===== config.mk =====
export PLATFORM = sky130hd
export DESIGN_NAME = xct_top
export DESIGN_NICKNAME = d
export VERILOG_FILES = /design/src/pkg/xct_pkg.sv /design/src/rtl/xct_xnor_stage.sv /design/src/rtl/xct_top.sv
export VERILOG_INCLUDE_DIRS = /design/src /design/src/pkg
export SDC_FILE = /design/constraint.sdc
export NUM_CORES = 1
export LEC_CHECK = 0
export CAP_MARGIN = 30
export CORE_AREA = 5 5 172 174
export DETAILED_ROUTE_END_ITERATION = 16
export DIE_AREA = 0 0 177 179
export DONT_BUFFER_PORTS = 1
export PLACE_DENSITY = 0.34
export SKIP_CTS_REPAIR_TIMING = 1
export SLEW_MARGIN = 15
export SYNTH_ARGS = -nofsm -noshare
export SYNTH_HDL_FRONTEND = slang
export SYNTH_SLANG_ARGS = --single-unit
export TNS_END_PERCENT = 20

===== constraint.sdc =====
create_clock -name clk -period 3.3 [get_ports clk]
set_input_delay 0.66 -clock clk [delete_from_list [all_inputs] [get_ports clk]]
set_output_delay 0.66 -clock clk [all_outputs]
set_load 0.005 [all_outputs]

===== src/pkg/xct_map.svh =====
// Constants for the pin connectivity test block: pin counts, bit positions
// and reset values.
// Assumes it is included by its bare name from the package and xct_top.
`ifndef XCT_MAP_SVH
`define XCT_MAP_SVH

// Count of ordinary pins that feed the chain besides the two mode pins.
`define XCT_OTHER_PINS 88
// Chain input positions of the two mode pins below the ordinary pins.
`define XCT_FRAME_POS 0
`define XCT_LANE0_POS 1
`define XCT_MODE_PINS 2
// Reset values and bit levels.
`define XCT_MODE_RST 1'b0
`define XCT_BUS_PREV_RST 1'b1
`define XCT_CHAIN_RST 1'b0
`define XCT_BIT_LOW 1'b0
`define XCT_BIT_HIGH 1'b1

`endif


===== src/pkg/xct_pkg.sv =====
// Types shared by the pin connectivity test block.
// Assumes the map header sits on the include path.
`default_nettype none
`include "xct_map.svh"

package xct_pkg;

   // Level and enable that together drive one pin.
   typedef struct packed
   {
      logic out;
      logic oe;
   } xct_drive_t;

   // Test mode states, one bit apart.
   typedef enum logic [0:0]
   {
      XCT_NORMAL = 1'b0,
      XCT_CHAIN = 1'b1
   } xct_mode_t;

endpackage : xct_pkg

`default_nettype wire


===== src/rtl/xct_xnor_stage.sv =====
// One stage of the pin chain: the running result is XNORed with one pin.
// Assumes its inputs settle within one clock period.
`timescale 1ns/1ps
`default_nettype none

module xct_xnor_stage
   import xct_pkg::*;
#(
   parameter int WIDTH = 1
)
(
   input wire logic [WIDTH-1:0] carry_in,
   input wire logic [WIDTH-1:0] pin_in,
   output logic [WIDTH-1:0] carry_out
);

   assign carry_out = ~(carry_in ^ pin_in);

endmodule : xct_xnor_stage

`default_nettype wire


===== src/rtl/xct_top.sv =====
// Board connectivity test logic: XNOR chain across the device pins.
// Assumes all inputs are synchronous to clk and reset_n is the supply
// power-on reset; the pad ring joins pin_out, pin_oe and the chain pin.
//
// How it works
// - Both mode pins low at a bus reset rise enters chain mode.
// - Either mode pin high at a bus reset rise leaves chain mode.
// - Power-on reset forces chain mode off.
// - In chain mode every pin is an input except the chain output.
// - Any single chain input change toggles the chain output.
// - Bus reset, supplies and the output pin stay out of the chain.
// - Once in chain mode both mode pins are ordinary chain inputs.
// - The chain result drives the general purpose tachometer pin.
// - After exit, toggling former chain inputs leaves the output unchanged.
// - On entry with all inputs low the output reads low.
`timescale 1ns/1ps
`default_nettype none
`include "xct_map.svh"

module xct_top
   import xct_pkg::*;
#(
   parameter int OTHER_PINS = `XCT_OTHER_PINS
)
(
   input wire logic clk,
   input wire logic reset_n,
   input wire logic bus_reset_n,
   input wire logic cycle_frame_n,
   input wire logic addr_data_lane0,
   input wire logic [OTHER_PINS-1:0] pin_in,
   input wire logic [OTHER_PINS-1:0] func_out,
   input wire logic [OTHER_PINS-1:0] func_oe,
   input wire xct_drive_t func_chain_pin,
   output logic [OTHER_PINS-1:0] pin_out,
   output logic [OTHER_PINS-1:0] pin_oe,
   output xct_drive_t chain_output_pin,
   output logic test_mode_active
);

   localparam int CHAIN_LEN = OTHER_PINS + `XCT_MODE_PINS;
   // Seed chosen so that an all-low chain gives a low result.
   localparam logic CHAIN_SEED = (CHAIN_LEN % 2) == 1;

   xct_mode_t mode_q;
   xct_mode_t mode_d;
   logic bus_prev_q;
   logic bus_rise;
   logic [CHAIN_LEN-1:0] chain_in;
   logic [CHAIN_LEN:0] carry;
   logic chain_q;
   logic [OTHER_PINS-1:0] pin_out_q;
   logic [OTHER_PINS-1:0] pin_oe_q;
   xct_drive_t chain_pin_q;
   logic in_chain;

   assign in_chain = (mode_q == XCT_CHAIN);
   assign bus_rise = bus_reset_n && !bus_prev_q;

   // The bus reset is sampled for its rising edge only.
   always_ff @(posedge clk)
   begin
      if (!reset_n)
      begin
         bus_prev_q <= `XCT_BUS_PREV_RST;
      end
      else
      begin
         bus_prev_q <= bus_reset_n;
      end
   end

   // Mode pins are judged only at the bus reset rise.
   always_comb
   begin
      mode_d = mode_q;
      if (bus_rise)
      begin
         if (!cycle_frame_n && !addr_data_lane0)
         begin
            mode_d = XCT_CHAIN;
         end
         else
         begin
            mode_d = XCT_NORMAL;
         end
      end
   end

   always_ff @(posedge clk)
   begin
      if (!reset_n)
      begin
         mode_q <= XCT_NORMAL;
      end
      else
      begin
         mode_q <= mode_d;
      end
   end

   // Chain inputs: ordinary pins plus both mode pins; bus reset is left out.
   assign chain_in = {pin_in, addr_data_lane0, cycle_frame_n};
   assign carry[0] = CHAIN_SEED;

   genvar g;
   generate
      for (g = 0; g < CHAIN_LEN; g++)
      begin : g_chain
         xct_xnor_stage #(
            .WIDTH(1)
         ) u_stage (
            .carry_in(carry[g]),
            .pin_in(chain_in[g]),
            .carry_out(carry[g+1])
         );
      end
   endgenerate

   // The chain result is captured only in chain mode and frozen otherwise.
   always_ff @(posedge clk)
   begin
      if (!reset_n)
      begin
         chain_q <= `XCT_CHAIN_RST;
      end
      else if (in_chain)
      begin
         chain_q <= carry[CHAIN_LEN];
      end
   end

   // Pin drivers: all released in chain mode, normal functions otherwise.
   always_ff @(posedge clk)
   begin
      if (!reset_n)
      begin
         pin_out_q <= '0;
         pin_oe_q <= '0;
      end
      else if (in_chain)
      begin
         pin_out_q <= '0;
         pin_oe_q <= '0;
      end
      else
      begin
         pin_out_q <= func_out;
         pin_oe_q <= func_oe;
      end
   end

   // Chain output pin: chain result in chain mode, normal function otherwise.
   always_ff @(posedge clk)
   begin
      if (!reset_n)
      begin
         chain_pin_q <= '{out: `XCT_BIT_LOW, oe: `XCT_BIT_LOW};
      end
      else if (in_chain)
      begin
         chain_pin_q <= '{out: carry[CHAIN_LEN], oe: `XCT_BIT_HIGH};
      end
      else
      begin
         chain_pin_q <= func_chain_pin;
      end
   end

   assign pin_out = pin_out_q;
   assign pin_oe = pin_oe_q;
   assign chain_output_pin = chain_pin_q;
   assign test_mode_active = in_chain;

   // Checks.
   property p_enter;
      @(posedge clk) disable iff (!reset_n)
      bus_rise && !cycle_frame_n && !addr_data_lane0 |=> in_chain;
   endproperty
   a_enter: assert property (p_enter) else $error("chain mode not entered");

   property p_exit;
      @(posedge clk) disable iff (!reset_n)
      bus_rise && (cycle_frame_n || addr_data_lane0) |=> !in_chain;
   endproperty
   a_exit: assert property (p_exit) else $error("chain mode not left");

   property p_por;
      @(posedge clk) disable iff (!reset_n)
      $rose(reset_n) |-> !in_chain && !chain_pin_q.oe;
   endproperty
   a_por: assert property (p_por) else $error("power-on reset left chain mode");

   property p_detach;
      @(posedge clk) disable iff (!reset_n)
      in_chain ##1 in_chain |-> pin_oe == '0 && chain_output_pin.oe;
   endproperty
   a_detach: assert property (p_detach) else $error("pin driven in chain mode");

   property p_toggle;
      @(posedge clk) disable iff (!reset_n)
      in_chain && $past(in_chain) && $countones(chain_in ^ $past(chain_in)) == 1
      |=> chain_output_pin.out != $past(chain_output_pin.out);
   endproperty
   a_toggle: assert property (p_toggle) else $error("chain output did not toggle");

   property p_excluded;
      @(posedge clk) disable iff (!reset_n)
      in_chain && $past(in_chain) && chain_in == $past(chain_in) && $changed(bus_reset_n)
      |=> $stable(chain_q);
   endproperty
   a_excluded: assert property (p_excluded) else $error("bus reset moved chain");

   property p_lane;
      @(posedge clk) disable iff (!reset_n)
      in_chain && $past(in_chain) && $changed(addr_data_lane0) && $stable(cycle_frame_n)
      && $stable(pin_in) |=> chain_q != $past(chain_q);
   endproperty
   a_lane: assert property (p_lane) else $error("lane zero not in chain");

   property p_result;
      @(posedge clk) disable iff (!reset_n)
      in_chain |=> chain_output_pin.out == ^$past(chain_in) && chain_output_pin.out == chain_q;
   endproperty
   a_result: assert property (p_result) else $error("chain result not on pin");

   property p_after_exit;
      @(posedge clk) disable iff (!reset_n)
      !in_chain ##1 (!in_chain && $stable(func_chain_pin)) |=> $stable(chain_output_pin);
   endproperty
   a_after_exit: assert property (p_after_exit) else $error("output moved after exit");

   property p_initial_low;
      @(posedge clk) disable iff (!reset_n)
      $rose(in_chain) && chain_in == '0 |=> chain_output_pin.out == `XCT_BIT_LOW;
   endproperty
   a_initial_low: assert property (p_initial_low) else $error("all-low chain not low");

   property p_hold;
      @(posedge clk) disable iff (!reset_n)
      !bus_rise |=> $stable(mode_q);
   endproperty
   a_hold: assert property (p_hold) else $error("mode changed without bus reset rise");

   c_enter: cover property (@(posedge clk) disable iff (!reset_n) $rose(in_chain));
   c_exit: cover property (@(posedge clk) disable iff (!reset_n) $fell(in_chain));
   c_toggle: cover property (@(posedge clk) disable iff (!reset_n)
      in_chain ##1 $changed(chain_output_pin.out));
   c_por: cover property (@(posedge clk) in_chain ##1 !reset_n);

endmodule : xct_top

`default_nettype wire


==> impl_metrics.toml <==
[floorplanning]
dieArea_mm2 = 0.0317
fp.coreArea_mm2 = 0.0276
ios = 450
initial_core_util_pct = 20.4
die_w_um = 177
fp.dieH_um = 179
rows = 61

[sta]
setup_viol = 0
hold_viol = 0
worstMarginPinSlew_ns = 0.792
clock_skew_ns = 0.0157
fmax_mhz = 496
setup_ws_ns = 1.28
max_slew_margin_pct = 47.2
rsz0062_at_grt = "false"
tns_ns = 0
final_max_slew_viol_count = 0
period_needed_ns = 2.02
finalCritPeriodShare_pct = 61.1

[synthesis]
netlist_top_cells_area = "dfxtp_1, and2_1, xnor2_1"
synth_xor_area_share_pct = 13.8
synth_top_area_share_pct = 64.0
syn_inst = 473
ys_seq_elements = 180
synth_top_family_by_area = "simple AND/OR/NAND/NOR gates"
synth_top_cell_by_area = "dfxtp_1"
synth_fa_ha_area_share_pct = 0.222
synthSimpleGateAreaFrac_pct = 20.1
synth_cell_types = 13
synth_edf_count = 0
synthMuxAreaShare_pct = 0.356
syn_area_per_cell_um2 = 11.9
syn_nets = 745
synth-async-reset-ratio_pct = 0
yosysSeqAreaShare_pct = 64.0
syn_area_mm2 = 0.00563
ys.flop_type = "dfxtp_1"
ys_warn_count = 0
synth_compound_area_share_pct = 0.133
ys_top_cells_by_count = "dfxtp_1, and2_1, xnor2_1"
yosysMostFrequentCell = "dfxtp_1"

[cts]
numCtsBuffers = 17
clk_latency_ns = 0.43
cts_htree_levels = 4
cts_tree = "done"
root_buffer = "clkbuf_16"
clock_path_buffers = 2
clkSinkCount = 180
clk_pin_slew_ns = 0.07

[drt]
via_per_inst = 3.53
wirelength_um = 17300
vias = 3063
ant_nets = 0
routedWlPerCell_um = 20.0
drt_first_pass_iters = 4
drc = 0
drt_iter0_drc = 84

[critical_path]
path_class = "in2reg"
cp_top_family = "XOR/XNOR gates"
startpoint = "addr_data_lane0"
startpoint_type = "input pin"
crit_chain = "inv_1 > ha_1 > xnor2_1 > xnor2_1 > xnor2_1 > xnor2_1 > xnor2_1 > xnor3_1 > mux2i_1 > nor2b_1"
r2r_start = "test_mode_active"
arrival_ns = 2.33
cpMostUsedCell = "xnor2_1"
r2r_cells = 3
slowest_delay_ns = 0.34
required_ns = 3.61
regToRegSetupSlack_ns = 1.76
crit_path_max_fanout = 1
worst_setup_path_end_kind = "flop"
path_depth = 10
r2r-end = "pin_out[3]"
endpoint = "chain_output_pin[1]"
crit_path_top_delay_cell = "xnor3_1"
worst-path-buf-inv = 1

[grt]
grt_max_degree = 104
overflow = 0
grt_pass1_vias = 3315
antenna_found_initial = 6
grt_pass1_wl_um = 22500
grt_usage_pct = 9.86

[hold_path]
hp-class = "in2reg"

[power]
ir_worst_vdd_mv = 0.377
power.leakage_nw = 2.53
pwr_density_cell_mw_per_mm2 = 745

[flow_run]
drv_cap = 0

[placed_design]
place_ws_ns = 0.822
dp_hpwl_um = 14000
portBuffers = 0
place.gp.congestion = 0.735

[cells_and_area]
syn_to_final_growth_pct = 18.2
fill_cells = 2956
drive_above_1_share_pct = 7.17
finalNetCount = 747
final_util_pct = 24.1

[outcome]
run_status = "finished clean"
-- how the worst min path moves through the flow --
stage	from	to	slack [ns]	cells past startpoint
after global routing	reset_n	bus_prev_q	0.28	1
after floorplan	test_mode_active	chain_output_pin[0]	0.55	1
final	reset_n	bus_prev_q	0.31	1
after CTS	reset_n	bus_prev_q	0.28	1
after global placement	bus_prev_q	test_mode_active	0.58	3
after detailed placement	bus_prev_q	test_mode_active	0.57	3
-- sequential cells by signal (all words and copies together), names as in the netlist --
| register | count |
|---|---|
| test_mode_active | 1 |
| bus_prev_q | 1 |
| chain_output_pin | 2 |
| pin_out | 88 |
| pin_oe | 88 |
-- placed cells by master, fill, tap and decap left out --
cell type   count
nor2b_4         1
xor2_1         11
inv_6           3
nor2b_1         3
ha_1            1
clkinvlp_4      1
o21a_1          1
xnor2_1        75
inv_8           3
and2_1        176
inv_12          2
xnor3_1         1
clkbuf_16      17
clkinv_4        3
nand2b_1        1
diode_2         1
inv_1           2
clkinv_8        3
buf_4           2
mux2i_1         2
dfxtp_1       180
-- per-stage QoR --
| step | hold slack (ns) | power, mW | std cells | area, µm² |
|---|---|---|---|---|
| after floorplan | 0.548 | 2.86 | 473 | 5630 |
| after detailed placement | 0.574 | 2.98 | 834 | 6050 |
| after CTS | 0.284 | 5.08 | 866 | 6660 |
| after global placement | 0.580 | 2.98 | 834 | 6050 |
| after global routing | 0.283 | 5.21 | 867 | 6660 |
| final | 0.314 | 4.96 | 867 | 6660 |
-- area by class of cell --
cell class	instances	area (µm²)	share of cell area [%]
well taps	378	473	7.10
repair buffers	2	15.0	0.226
inverters	2	7.51	0.113
diodes	1	2.50	0.0376
clock inverters	15	175	2.63
clock buffers	17	425	6.39
multi-input cells	272	1960	29.4
flip-flops and latches	180	3600	54.1
-- per-layer routing --
metal	wire length, µm	vias up	global-route usage [%]
met2	9620	247	18.8
met1	5550	1358	9.26
li1	-	1428	-
met4	275	6	3.64
met5	28	-	0
met3	1870	24	4.39
-- cells by family after synthesis --
family	after synthesis
compound gates	1
fa+ha+maj	1
mux	2
xor+xnor	87
flops	180
simple gates	181
buf+inv	21
-- report_power, final --
part           internal, mW  switching (mW)  total (mW)
logic                 0.320           0.203       0.523
clock network          1.03            1.02        2.05
registers              2.30          0.0827        2.38
total                  3.65            1.31        4.96
Power figures use the tool's default switching activity.
